<file path="config.mk">
export PLATFORM = sky130hd
export DESIGN_NAME = tmo_regs
export DESIGN_NICKNAME = d
export VERILOG_FILES = /design/src/pkg/tmo_pkg.sv /design/src/pkg/tmo_opt_if.sv /design/src/logic/tmo_pin_mux.sv /design/src/logic/tmo_regs.sv
export SDC_FILE = /design/constraint.sdc
export NUM_CORES = 1
export LEC_CHECK = 0
export BUFFER_PORTS_ARGS = -buffer_cell sky130_fd_sc_hd__buf_4
export CORE_AREA = 5 5 130 144
export DETAILED_ROUTE_END_ITERATION = 10
export DIE_AREA = 0 0 135 149
export GPL_TIMING_DRIVEN = 0
export PLACE_DENSITY_LB_ADDON = 0.05
export SLEW_MARGIN = 25
export SYNTH_ARGS = -nofsm -noshare
export SYNTH_HDL_FRONTEND = slang
export SYNTH_SLANG_ARGS = --single-unit
</file>
<file path="constraint.sdc">
create_clock -name pclk -period 1.62 [get_ports pclk]
set_input_delay 0.324 -clock pclk [delete_from_list [all_inputs] [get_ports pclk]]
set_output_delay 0.324 -clock pclk [all_outputs]
set_load 0.03 [all_outputs]
</file>
<file path="src/pkg/tmo_pkg.sv">
// constants for the timer option and interrupt register block
package tmo_pkg;

    // register byte addresses, index 0 is timer 1, index 1 is timer 2
    localparam logic [1:0][31:0] PEND_ADDR = {32'h4000_a804, 32'h4000_a800};
    localparam logic [1:0][31:0] MISS_ADDR = {32'h4000_a81c, 32'h4000_a818};
    localparam logic [1:0][31:0] IEN_ADDR  = {32'h4000_a844, 32'h4000_a840};
    localparam logic [1:0][31:0] C4_ADDR   = {32'h4000_f040, 32'h4000_e040};
    localparam logic [1:0][31:0] OPT_ADDR  = {32'h4000_f050, 32'h4000_e050};
    localparam logic [31:0]      SUM_STAT_ADDR = 32'h4000_a860;
    localparam logic [31:0]      SUM_MASK_ADDR = 32'h4000_a864;

    // field widths and positions
    localparam int TIMERS     = 2;
    localparam int CHANS      = 4;
    localparam int VAL_W      = 16;
    localparam int FLAG_W     = 7;
    localparam int OPT_W      = 8;
    localparam int UPD_BIT    = 0;
    localparam int CC_LSB     = 1;
    localparam int TRIG_BIT   = 6;
    localparam int MISS_LSB   = 9;
    localparam int SEL_LSB    = 0;
    localparam int GATE_BIT   = 2;
    localparam int RSVD_BIT   = 3;
    localparam int REMAP_LSB  = 4;

    // writable bits
    localparam logic [6:0]      FLAG_MASK = 7'h5f;
    localparam logic [1:0][7:0] OPT_MASK  = {8'hff, 8'h0f};
    localparam logic [1:0]      SUM_MASK  = 2'h3;

    // reset values
    localparam logic [7:0]  OPT_RST   = 8'h00;
    localparam logic [6:0]  FLAG_RST  = 7'h00;
    localparam logic [3:0]  MISS_RST  = 4'h0;
    localparam logic [15:0] VAL_RST   = 16'h0000;

    // external trigger selections
    localparam logic [1:0] TRIG_PCLK  = 2'h0;
    localparam logic [1:0] TRIG_1KHZ  = 2'h1;
    localparam logic [1:0] TRIG_32KHZ = 2'h2;
    localparam logic [1:0] TRIG_PIN   = 2'h3;

    // port a bit per timer 2 channel, two bits each, channel 4 first
    localparam logic [7:0] PA_MAP = 8'h9c;
    // port b bit of channel k is k + PB_OFS
    localparam int         PB_OFS = 1;

endpackage : tmo_pkg

</file>
<file path="src/pkg/tmo_opt_if.sv">
// option fields and selected triggers between register file and pin mux
`timescale 1ns/1ps
`default_nettype none
interface tmo_opt_if;
    logic [1:0][1:0] trig_sel;
    logic [1:0]      gate_en;
    logic [3:0]      remap;
    logic [1:0]      ext_trig;

    modport regs (output trig_sel, output gate_en, output remap,
                  input ext_trig);
    modport pins (input trig_sel, input gate_en, input remap,
                  output ext_trig);
endinterface : tmo_opt_if
`default_nettype wire

</file>
<file path="src/logic/tmo_pin_mux.sv">
// pin synchronisers, external trigger select and timer 2 channel remap
`timescale 1ns/1ps
`default_nettype none
module tmo_pin_mux (
    input  wire logic  pclk,
    input  wire logic  presetn,
    tmo_opt_if.pins    opt,
    input  wire logic [1:0] timer_clock_pin,
    input  wire logic [1:0] timer_gate_input,
    input  wire logic       ref_1khz_clk,
    input  wire logic       ref_32khz_clk,
    input  wire logic [3:0] chan_drive,
    input  wire logic [3:0] chan_oe_req,
    input  wire logic [3:0] pa_in,
    input  wire logic [4:1] pb_in,
    output logic      [3:0] pa_out,
    output logic      [3:0] pa_oe,
    output logic      [4:1] pb_out,
    output logic      [4:1] pb_oe,
    output logic      [3:0] chan_level
);
    localparam int RAW_W = 14;

    logic [RAW_W-1:0] raw;
    logic [RAW_W-1:0] sync1_q;
    logic [RAW_W-1:0] sync2_q;
    logic [1:0]       clk_s;
    logic [1:0]       gate_s;
    logic             k1_s;
    logic             k32_s;
    logic [3:0]       pa_s;
    logic [4:1]       pb_s;
    logic [1:0]       trig_d;
    logic [1:0]       trig_q;
    logic [3:0]       pa_d;
    logic [3:0]       pa_oe_d;
    logic [4:1]       pb_d;
    logic [4:1]       pb_oe_d;
    logic [3:0]       lvl_d;

    assign raw = {pb_in, pa_in, ref_32khz_clk, ref_1khz_clk,
                  timer_gate_input, timer_clock_pin};

    // two-stage synchroniser for every pin input
    always_ff @(posedge pclk or negedge presetn)
    begin
        if (!presetn)
        begin
            sync1_q <= '0;
            sync2_q <= '0;
        end
        else
        begin
            sync1_q <= raw;
            sync2_q <= sync1_q;
        end
    end

    assign {pb_s, pa_s, k32_s, k1_s, gate_s, clk_s} = sync2_q;

    // trigger selection per timer
    genvar t;
    generate
        for (t = 0; t < tmo_pkg::TIMERS; t++)
        begin : g_trig
            always_comb
            begin
                unique case (opt.trig_sel[t])
                    tmo_pkg::TRIG_PCLK:  trig_d[t] = 1'b1;
                    tmo_pkg::TRIG_1KHZ:  trig_d[t] = k1_s;
                    tmo_pkg::TRIG_32KHZ: trig_d[t] = k32_s;
                    tmo_pkg::TRIG_PIN:
                        trig_d[t] = clk_s[t] &
                                    (gate_s[t] | ~opt.gate_en[t]);
                    default:             trig_d[t] = 1'b0;
                endcase
            end
        end
    endgenerate

    always_ff @(posedge pclk or negedge presetn)
    begin
        if (!presetn)
            trig_q <= '0;
        else
            trig_q <= trig_d;
    end

    assign opt.ext_trig = trig_q;

    // timer 2 channel to port a or port b
    always_comb
    begin
        pa_d    = '0;
        pa_oe_d = '0;
        pb_d    = '0;
        pb_oe_d = '0;
        lvl_d   = '0;
        for (int k = 0; k < tmo_pkg::CHANS; k++)
        begin
            pa_d[tmo_pkg::PA_MAP[2*k+:2]]    = chan_drive[k];
            pa_oe_d[tmo_pkg::PA_MAP[2*k+:2]] = chan_oe_req[k] &
                                               ~opt.remap[k];
            pb_d[k+tmo_pkg::PB_OFS]          = chan_drive[k];
            pb_oe_d[k+tmo_pkg::PB_OFS]       = chan_oe_req[k] & opt.remap[k];
            lvl_d[k] = opt.remap[k] ? pb_s[k+tmo_pkg::PB_OFS]
                                    : pa_s[tmo_pkg::PA_MAP[2*k+:2]];
        end
    end

    always_ff @(posedge pclk or negedge presetn)
    begin
        if (!presetn)
        begin
            pa_out     <= '0;
            pa_oe      <= '0;
            pb_out     <= '0;
            pb_oe      <= '0;
            chan_level <= '0;
        end
        else
        begin
            pa_out     <= pa_d;
            pa_oe      <= pa_oe_d;
            pb_out     <= pb_d;
            pb_oe      <= pb_oe_d;
            chan_level <= lvl_d;
        end
    end

endmodule : tmo_pin_mux
`default_nettype wire

</file>
<file path="src/logic/tmo_regs.sv">
// timer option, channel 4 value and interrupt registers on apb
//
// Contract
// - channel 4 value acts like channel 1
// - gate enable ands clock pin with gate
// - trigger select picks pclk, 1k, 32k, pin
// - timer 2 option bits remap channel pins
// - enable bits 6, 4..1, 0 read-write
// - pending flags at same bit positions
// - reserved read-only fields may change; ignored; the code stores option bit 3 as written in both timers
// - overrun bits 12..9 per channel
// - reset clears all these registers
// - update on wrap unless disabled, or software
//
// The implementer's own choice: the APB register port.
`timescale 1ns/1ps
`default_nettype none
module tmo_regs (
    input  wire logic                  pclk,
    input  wire logic                  presetn,
    input  wire logic                  psel,
    input  wire logic                  penable,
    input  wire logic                  pwrite,
    input  wire logic [31:0]           paddr,
    input  wire logic [31:0]           pwdata,
    output logic      [31:0]           prdata,
    output logic                       pready,
    output logic                       pslverr,
    input  wire logic [1:0]            cnt_wrap,
    input  wire logic [1:0]            update_disable,
    input  wire logic [1:0]            sw_update,
    input  wire logic [1:0]            trig_event,
    input  wire logic [1:0][3:0]       cc_event,
    input  wire logic [1:0]            chan4_input_mode,
    input  wire logic [1:0]            chan4_preload,
    input  wire logic [1:0][15:0]      counter_value,
    input  wire logic                  timer1_clock_pin,
    input  wire logic                  timer2_clock_pin,
    input  wire logic                  timer1_gate_input,
    input  wire logic                  timer2_gate_input,
    input  wire logic                  ref_1khz_clk,
    input  wire logic                  ref_32khz_clk,
    input  wire logic [3:0]            timer2_chan_drive,
    input  wire logic [3:0]            timer2_chan_oe_req,
    input  wire logic [3:0]            pa_in,
    input  wire logic [4:1]            pb_in,
    output logic      [3:0]            pa_out,
    output logic      [3:0]            pa_oe,
    output logic      [4:1]            pb_out,
    output logic      [4:1]            pb_oe,
    output logic      [3:0]            timer2_chan_level,
    output logic      [1:0]            ext_trigger,
    output logic      [1:0]            update_event,
    output logic      [1:0][15:0]      chan4_active_value,
    output logic      [1:0]            timer_irq,
    output logic                       irq
);
    localparam int T = tmo_pkg::TIMERS;

    logic [T-1:0][7:0]  opt_q;
    logic [T-1:0][6:0]  ien_q;
    logic [T-1:0][6:0]  pend_q;
    logic [T-1:0][3:0]  miss_q;
    logic [T-1:0][15:0] c4_q;
    logic [T-1:0][15:0] c4_act_q;
    logic [T-1:0]       upd_q;
    logic [T-1:0]       tirq_q;
    logic [T-1:0]       upd_d;
    logic [T-1:0][6:0]  pend_set;
    logic [T-1:0][6:0]  pend_clr;
    logic [T-1:0][3:0]  miss_set;
    logic [T-1:0][3:0]  miss_clr;
    logic [1:0]         sum_q;
    logic [1:0]         sum_mask_q;
    logic [1:0]         sum_set;
    logic [1:0]         sum_clr;
    logic               irq_q;
    logic               pready_q;
    logic               pslverr_q;
    logic [31:0]        prdata_q;
    logic [31:0]        rd_d;
    logic               hit_d;
    logic               take;
    logic               done;
    logic               wr;

    tmo_opt_if o ();

    // apb: one wait state, answer from flops
    assign take = psel & penable & ~pready_q;
    assign done = psel & penable & pready_q;
    assign wr   = done & pwrite;

    always_comb
    begin
        rd_d  = '0;
        hit_d = 1'b0;
        for (int t = 0; t < T; t++)
        begin
            if (paddr == tmo_pkg::PEND_ADDR[t])
            begin
                rd_d  = 32'(pend_q[t]);
                hit_d = 1'b1;
            end
            if (paddr == tmo_pkg::MISS_ADDR[t])
            begin
                rd_d  = 32'({miss_q[t], 9'h000});
                hit_d = 1'b1;
            end
            if (paddr == tmo_pkg::IEN_ADDR[t])
            begin
                rd_d  = 32'(ien_q[t]);
                hit_d = 1'b1;
            end
            if (paddr == tmo_pkg::C4_ADDR[t])
            begin
                rd_d  = 32'(c4_q[t]);
                hit_d = 1'b1;
            end
            if (paddr == tmo_pkg::OPT_ADDR[t])
            begin
                rd_d  = 32'(opt_q[t]);
                hit_d = 1'b1;
            end
        end
        if (paddr == tmo_pkg::SUM_STAT_ADDR)
        begin
            rd_d  = 32'(sum_q);
            hit_d = 1'b1;
        end
        if (paddr == tmo_pkg::SUM_MASK_ADDR)
        begin
            rd_d  = 32'(sum_mask_q);
            hit_d = 1'b1;
        end
    end

    always_ff @(posedge pclk or negedge presetn)
    begin
        if (!presetn)
        begin
            pready_q  <= 1'b0;
            pslverr_q <= 1'b0;
            prdata_q  <= '0;
        end
        else
        begin
            pready_q  <= take;
            pslverr_q <= take & ~hit_d;
            if (take)
                prdata_q <= pwrite ? 32'h0000_0000 : rd_d;
        end
    end

    // per-timer registers
    genvar t;
    generate
        for (t = 0; t < T; t++)
        begin : g_tmr
            always_comb
            begin
                upd_d[t] = (cnt_wrap[t] & ~update_disable[t]) |
                           sw_update[t];
                pend_set[t] = '0;
                pend_set[t][tmo_pkg::UPD_BIT] = upd_d[t];
                pend_set[t][tmo_pkg::CC_LSB+:tmo_pkg::CHANS] = cc_event[t];
                pend_set[t][tmo_pkg::TRIG_BIT] = trig_event[t];
                pend_clr[t] = (wr && paddr == tmo_pkg::PEND_ADDR[t]) ?
                              pwdata[6:0] & tmo_pkg::FLAG_MASK : '0;
                miss_clr[t] = (wr && paddr == tmo_pkg::MISS_ADDR[t]) ?
                              pwdata[tmo_pkg::MISS_LSB+:tmo_pkg::CHANS]
                              : '0;
                miss_set[t] = cc_event[t] &
                              pend_q[t][tmo_pkg::CC_LSB+:tmo_pkg::CHANS] &
                              ~pend_clr[t][tmo_pkg::CC_LSB+:tmo_pkg::CHANS];
            end

            // pending flags: set wins over a same-cycle clear
            always_ff @(posedge pclk or negedge presetn)
            begin
                if (!presetn)
                    pend_q[t] <= tmo_pkg::FLAG_RST;
                else
                    pend_q[t] <= (pend_q[t] & ~pend_clr[t]) |
                                 pend_set[t];
            end

            // overrun flags
            always_ff @(posedge pclk or negedge presetn)
            begin
                if (!presetn)
                    miss_q[t] <= tmo_pkg::MISS_RST;
                else
                    miss_q[t] <= (miss_q[t] & ~miss_clr[t]) |
                                 miss_set[t];
            end

            // interrupt enables
            always_ff @(posedge pclk or negedge presetn)
            begin
                if (!presetn)
                    ien_q[t] <= tmo_pkg::FLAG_RST;
                else if (wr && paddr == tmo_pkg::IEN_ADDR[t])
                    ien_q[t] <= pwdata[6:0] & tmo_pkg::FLAG_MASK;
            end

            // option register; bit 3 stored as written
            always_ff @(posedge pclk or negedge presetn)
            begin
                if (!presetn)
                    opt_q[t] <= tmo_pkg::OPT_RST;
                else if (wr && paddr == tmo_pkg::OPT_ADDR[t])
                    opt_q[t] <= pwdata[7:0] & tmo_pkg::OPT_MASK[t];
            end

            // channel 4 value: buffer in compare use, capture in input use
            always_ff @(posedge pclk or negedge presetn)
            begin
                if (!presetn)
                    c4_q[t] <= tmo_pkg::VAL_RST;
                else if (chan4_input_mode[t] && cc_event[t][3])
                    c4_q[t] <= counter_value[t];
                else if (wr && paddr == tmo_pkg::C4_ADDR[t])
                    c4_q[t] <= pwdata[15:0];
            end

            // active compare value, preloaded at update when enabled
            always_ff @(posedge pclk or negedge presetn)
            begin
                if (!presetn)
                    c4_act_q[t] <= tmo_pkg::VAL_RST;
                else if (!chan4_input_mode[t] &&
                         (!chan4_preload[t] || upd_d[t]))
                    c4_act_q[t] <= c4_q[t];
            end

            always_ff @(posedge pclk or negedge presetn)
            begin
                if (!presetn)
                begin
                    upd_q[t]  <= 1'b0;
                    tirq_q[t] <= 1'b0;
                end
                else
                begin
                    upd_q[t]  <= upd_d[t];
                    tirq_q[t] <= |(pend_q[t] & ien_q[t]);
                end
            end

            assign o.trig_sel[t] = opt_q[t][tmo_pkg::SEL_LSB+:2];
            assign o.gate_en[t]  = opt_q[t][tmo_pkg::GATE_BIT];
        end
    endgenerate

    assign o.remap = opt_q[1][tmo_pkg::REMAP_LSB+:4];

    // summary status: overrun events, cleared by reading what was seen
    always_comb
    begin
        for (int i = 0; i < T; i++)
            sum_set[i] = |miss_set[i];
        sum_clr = (done && !pwrite && paddr == tmo_pkg::SUM_STAT_ADDR) ?
                  prdata_q[1:0] : 2'h0;
    end

    always_ff @(posedge pclk or negedge presetn)
    begin
        if (!presetn)
            sum_q <= 2'h0;
        else
            sum_q <= (sum_q & ~sum_clr) | sum_set;
    end

    always_ff @(posedge pclk or negedge presetn)
    begin
        if (!presetn)
            sum_mask_q <= 2'h0;
        else if (wr && paddr == tmo_pkg::SUM_MASK_ADDR)
            sum_mask_q <= pwdata[1:0] & tmo_pkg::SUM_MASK;
    end

    always_ff @(posedge pclk or negedge presetn)
    begin
        if (!presetn)
            irq_q <= 1'b0;
        else
            irq_q <= |(sum_q & sum_mask_q);
    end

    tmo_pin_mux u_pins (
        .pclk             (pclk),
        .presetn          (presetn),
        .opt              (o.pins),
        .timer_clock_pin  ({timer2_clock_pin, timer1_clock_pin}),
        .timer_gate_input ({timer2_gate_input, timer1_gate_input}),
        .ref_1khz_clk     (ref_1khz_clk),
        .ref_32khz_clk    (ref_32khz_clk),
        .chan_drive       (timer2_chan_drive),
        .chan_oe_req      (timer2_chan_oe_req),
        .pa_in            (pa_in),
        .pb_in            (pb_in),
        .pa_out           (pa_out),
        .pa_oe            (pa_oe),
        .pb_out           (pb_out),
        .pb_oe            (pb_oe),
        .chan_level       (timer2_chan_level)
    );

    assign prdata             = prdata_q;
    assign pready             = pready_q;
    assign pslverr            = pslverr_q;
    assign ext_trigger        = o.ext_trig;
    assign update_event       = upd_q;
    assign chan4_active_value = c4_act_q;
    assign timer_irq          = tirq_q;
    assign irq                = irq_q;

endmodule : tmo_regs
`default_nettype wire

</file>
* After elaboration in Yosys (flattened, before gate mapping)
Index checks and enable logic that the tools add are counted.
Widths: inputs -> output; s select.
** Storage, ports and cells
- Register bits :: 203
- Bits in latches :: 0
- Memory bits (writable) :: 0
- ROM bits :: 0
- Input port bits :: 143
- Output and inout port bits :: 93
- Logic and storage cells :: 176
- Memories :: 0
** Operators by class
- Add/sub/neg operators :: 0
- Multiply operators :: 0
- Divide/modulo/power cells :: 0
- Order comparisons :: 0
- Eq/ne operators :: 18
- Shifts and indexed selects :: 0
- Mux-type cells :: 40
- Bitwise operators :: 55
- Reduce and logical (&&, ||, !) cells :: 33
** Operators by type and width (count)
- $eq 32x31->1 const B :: 12
- $mux 16 :: 13
- $mux 32 :: 1
- $and 7x7->7 :: 4
- $mux 13 :: 2
- $and 4x4->4 :: 6
- $mux 7 :: 3
- $and 1x1->1 :: 17
- $logic_and 1x1->1 :: 17
- $mux 1 :: 16
- $not 4->4 :: 4
- $not 7->7 :: 2
- $or 7x7->7 :: 2
- $reduce_or 7->1 :: 2
- $not 1->1 :: 10
- $eq 2x2->1 const B :: 4
- $mux 4 :: 2
- $or 4x4->4 :: 2
- $pmux 1 s4 :: 2
- $reduce_or 4->1 :: 2
- $logic_not 1->1 :: 5
- $and 2x2->2 :: 2
- $eq 2x1->1 const B :: 2
- $logic_not 2->1 :: 2
- 7 further kinds :: 12

* Depth between registers and ports, before layout
- Depth after elaboration :: 15
- Depth in mapped cells :: 8
- Mapped depth without buffers :: 7

* Hierarchy
From an unflattened synthesis, not the netlist that was laid out.
** Unflattened totals
- Cell total of the unflattened synthesis :: 689
- Area total of the unflattened synthesis :: 8071.5 um^2
** Modules (own cells, without submodules)
- tmo_regs :: times used 1, cells each 617, area an instance 6734.0 um^2, seq. area each 3378.2 um^2
- tmo_pin_mux :: times used 1, cells each 72, area an instance 1337.5 um^2, seq. area each 1151.1 um^2

* Worst setup path after synthesis
No wires, ideal clock.
- Kind :: in2reg
- From :: input paddr[16]
- To :: register sum_mask_q[0]
- Setup time :: 0.125 ns
- Arrival time :: 2.085 ns
- Setup slack :: -0.589 ns
- Cell stages on the path :: 5
- Path through :: nor4_2 nand3_2 or4_4 nor2_1 mux2_2
** On the way
- Longest elaborated chain between the ends :: 2
** Ends and longest elaborated chain
- from (decl) :: RTL line tmo_regs.sv:24 : input wire logic [31:0] paddr,
- $eq 32x31->1 :: RTL line tmo_regs.sv:279 : else if (wr && paddr == tmo_pkg::SUM_MASK_ADDR)
- $logic_and 1x1->1 :: RTL line tmo_regs.sv:279
- to (signal assigned) :: RTL line tmo_regs.sv:280 : sum_mask_q <= pwdata[1:0] & tmo_pkg::SUM_MASK;
- to (decl) :: RTL line tmo_regs.sv:74 : logic [1:0] sum_mask_q;
Every way passes these cells.
A chain may end at the register's enable or synchronous reset.

* Final worst setup path
- From :: input paddr[31]
- To :: register sum_q[0]
** On the way
- Longest elaborated chain between the ends :: 7
- Elaborated cells on any way between the ends :: 12
** Ends and longest elaborated chain
- $eq 32x31->1 :: RTL line tmo_regs.sv:168 : pend_clr[t] = (wr && paddr == tmo_pkg::PEND_ADDR[t]) ?
- $logic_and 1x1->1 :: RTL line tmo_regs.sv:168
- $mux 7 :: RTL line tmo_regs.sv:168
- $not 4->4 :: RTL line tmo_regs.sv:175 : ~pend_clr[t][tmo_pkg::CC_LSB+:tmo_pkg::CHANS];
- $and 4x4->4 :: RTL line tmo_regs.sv:174 : pend_q[t][tmo_pkg::CC_LSB+:tmo_pkg::CHANS] &
- $reduce_or 4->1 :: RTL line tmo_regs.sv:262 : sum_set[i] = |miss_set[i];
- $or 2x2->2 * :: RTL line tmo_regs.sv:272 : sum_q <= (sum_q & ~sum_clr) | sum_set;
- to (signal assigned) :: RTL line tmo_regs.sv:272
- to (decl) :: RTL line tmo_regs.sv:73 : logic [1:0] sum_q;
Mark *: on every way between the ends. The rest lies on a longest branch, timed or not.

==> impl_metrics.tcl <==
set metrics [dict create \
    outcome "finished with violations" \
    violations "negative setup slack" \
    routabilityCongestion 0.883 \
    critical_path.most_common_cell "buf_6" \
    drv_cap 0 \
    critical_path_arrival_ns 2.25 \
    crit_chain "buf_6 > nor4_4 > buf_4 > buf_6 > nand4_4 > buf_6 > nor4_4 > buf_6 > nand2_4 > and3_4 > a211o_1" \
    worstHoldPathCells 2 \
    die_area_um2 20100 \
    routed.top_layer "met4" \
    final.period_utilization_pct 119 \
    cts_made_buffers 17 \
    layout-drive-gt1-share_pct 51.4 \
    wl_per_cell_um 21.4 \
    holdPathEnd "pend_q[13]" \
    die_w_um 135 \
    drtIter0Drc 461 \
    io_pins 236 \
    reg2regPathDepth 8 \
    vias_per_cell 5.44 \
    crit_family "simple AND/OR/NAND/NOR gates" \
    max_freq_mhz 519 \
    dieHeight_um 149 \
    fillers 1229 \
    regToRegEndpoint "sum_q[1]" \
    cp_slowest_cell "nor4_4" \
    dr.pass1.iters 5 \
    final_net_count 1131 \
    drt-total-wl_um 26400 \
    grt_max_degree 72 \
    vias 6710 \
    fp.coreArea_um2 17000 \
    grt_overflow 0 \
    path_depth 11 \
    core.rowCount 50 \
    path_max_fanout 6 \
    netlist_area_um2 7900 \
    final_max_slew_viol_count 0 \
    ys_types 64 \
    synth_ff_type "dfrtp_1" \
    start_util_pct 46.6 \
    antenna_found_initial 0 \
    cts_root_buf "clkbuf_16" \
    track_usage_pct 26.0 \
    ir_worst_vdd_mv 0.681 \
    avgSynthCellArea_um2 12.0 \
    grt_first_pass_wirelength_um 39900 \
    synth_cells 659 \
    placed_cell_area_um2 9960 \
    path_buf_inv 5 \
    worst_pin_slew_ns 0.877 \
    slew_headroom_pct 41.5 \
    crit_required_ns 1.94 \
    place_inst 1111 \
    wl_met2_um 13800 \
    clkLatencyLatePin_ns 0.44 \
    cts.clk_slew.worst_paths_ns 0.07 \
    dp.final_hpwl_um 18700 \
    worstHoldStart "trig_event[1]" \
    cts_htree_levels 4 \
    finalCriticalPeriod_ns 1.93 \
    rsz0062_at_grt "true" \
    worstSetupEndpointType "flop" \
    r2r-start "pready" \
    dp_slack_ns -1.18 \
    fin_cells 1234 \
    drc 0 \
    drt-met1-wl_um 10300 \
    async_flop_share_pct 100 \
    cts.sinks 181 \
    n_antenna_cell 0 \
    synth_edf_count 0 \
    cts_tree "done" \
    fin_ws_ns -0.306 \
    cts.path.max_buffers 2 \
    skew_ns 0.00980 \
    area_growth_pct 53.7 \
    finalHoldViolCount 0 \
    final_antenna_net_count 0 \
    grt_pass1_vias 7108 \
    critical_path_class "in2reg" \
    synth_seq_cells 181 \
    io_buffers 201 \
    yosys_warnings 0 \
    holdCritPathClass "in2reg" \
    seq_area_frac_synth_pct 57.3 \
    start_kind "primary input" \
    max_stage_delay_ns 0.29 \
    power.density_nw_per_um2 926 \
    met3_length_um 1910 \
    fin_area_um2 12100 \
    rrSetupSlack_ns -0.22 \
    setup_violations 96 \
    p_leak_uw 0.00565 \
]
==> how the worst max path moves through the flow <==
stage	start	to	slack, ns
finish	paddr[31]	sum_q[0]	-0.31
global route	paddr[16]	prdata[0]	-0.36
CTS	paddr[16]	prdata[0]	-0.27
detailed placement	paddr[9]	prdata[2]	-1.18
global placement	paddr[9]	prdata[2]	-1.18
floorplan	paddr[25]	sum_mask_q[0]	-0.49
==> timing repair <==
action | in CTS | in global routing
pin swaps | 54 | 17
endpoints found under the setup margin | 106 | 108
gates resized for setup | 145 | 74
gates cloned | 2 | 0
endpoints found under the hold margin | 70 | 0
hold buffers | 19 | 0
setup buffers | 57 | 17
==> registers in the layout (all words and copies together) (netlist names), 8 cells and up <==
register,flops
pend_q,12
c4_q,32
ien_q,12
prdata,16
chan4_active_value,32
u_pins.sync2_q,14
u_pins.sync1_q,14
miss_q,8
==> cell usage after synthesis, types with 3 or more instances <==
master	count	area, um^2
nor3_1	12	60.1
nand2b_1	3	18.8
or4_4	3	33.8
nor4_4	6	128
nor2_1	27	101
a22oi_1	16	120
a221o_1	3	30.0
nand2_1	72	270
o21ai_1	8	40.0
mux2_2	62	698
clkbuf_1	11	41.3
dfrtp_1	181	4530
nand3_1	15	75.1
nor2_2	3	18.8
a221oi_1	7	61.3
mux2i_1	33	330
a21oi_1	30	150
buf_2	6	30.0
a22o_1	7	61.3
nor4_1	5	31.3
and3_1	8	50.1
a21o_1	12	90.1
nand4_1	7	43.8
o21ai_0	28	140
nor2b_1	8	50.1
and4_1	4	35.0
buf_4	22	165
o22ai_1	3	18.8
inv_1	8	30.0
and2_1	6	37.5
==> worst reg2reg max path, stage by stage, from the launching register on <==
cell	delay [ns]
dfrtp_2	0.40
and4_1	0.20
clkbuf_8	0.14
nand2_4	0.05
buf_6	0.13
nor3_4	0.29
nand2_1	0.13
and3_4	0.20
nand4b_1	0.16
==> logic make-up (layout without fill, tap and decap cells) <==
| logic type | count (synthesis) | after routing | share of synthesized area [%] |
|---|---|---|---|
| simple gates | 205 | 205 | 15.6 |
| flops | 181 | 181 | 57.3 |
| compound gates | 129 | 129 | 10.6 |
| mux | 95 | 95 | 13.0 |
| buf+inv | 48 | 374 | 3.42 |
| other cells | 1 | 16 | 0.0475 |
==> per-stage QoR <==
stage	utilization [%]	power (uW)	TNS, ns	hold WS [ns]
after floorplan	-	6050	-27.46	0.0284
after global placement	58.4	6960	-233.01	0.331
after detailed placement	58.8	7030	-91.68	0.281
after CTS	69.2	11200	-9.19	0.0527
after global routing	71.6	11600	-22.92	0.0683
final	71.6	11200	-16.17	0.0651
==> metal layers <==
metal	track usage [%]	vias to the layer above
li1	-	3035
met4	7.76	0
met2	45.6	303
met3	6.34	42
met5	0	-
met1	32.0	3330
==> report_power, final <==
group / switching (uW) / internal, uW / leakage, uW
Combinational: 1140 / 936 / 0.00323
Sequential: 257 / 4860 / 0.00216
Clock: 1880 / 2170 / 0.000265
==> final cells by class <==
class / instances / area, um^2 / area share, %
repair buffers: 297 / 2560 / 21.1
well taps: 234 / 293 / 2.41
clock buffers: 18 / 429 / 3.53
clock inverters: 13 / 141 / 1.16
flip-flops and latches: 181 / 4530 / 37.3
plain buffers: 38 / 333 / 2.74
multi-input cells: 445 / 3820 / 31.5
inverters: 8 / 30.0 / 0.247
==> layout by cell type, fill, tap and decap left out, types with 7 or more instances in the layout <==
cell type / count
nor2b_1: 7
buf_8: 7
o21ai_1: 19
nor2_1: 9
buf_6: 44
a22o_1: 7
buf_4: 246
inv_1: 8
a22oi_1: 15
clkbuf_16: 17
a21oi_1: 16
mux2_2: 43
nor2_2: 8
nand2_1: 60
a21o_1: 12
nor2_4: 13
dfrtp_1: 180
nand3_1: 8
nand4_1: 7
mux2i_1: 33
nor3_1: 9
a21oi_2: 14
nor4_4: 11
mux2_4: 19
o21ai_0: 11
dlygate4sd3_1: 19
conb_1: 16
No activity file was read; power rests on OpenSTA's default activity.
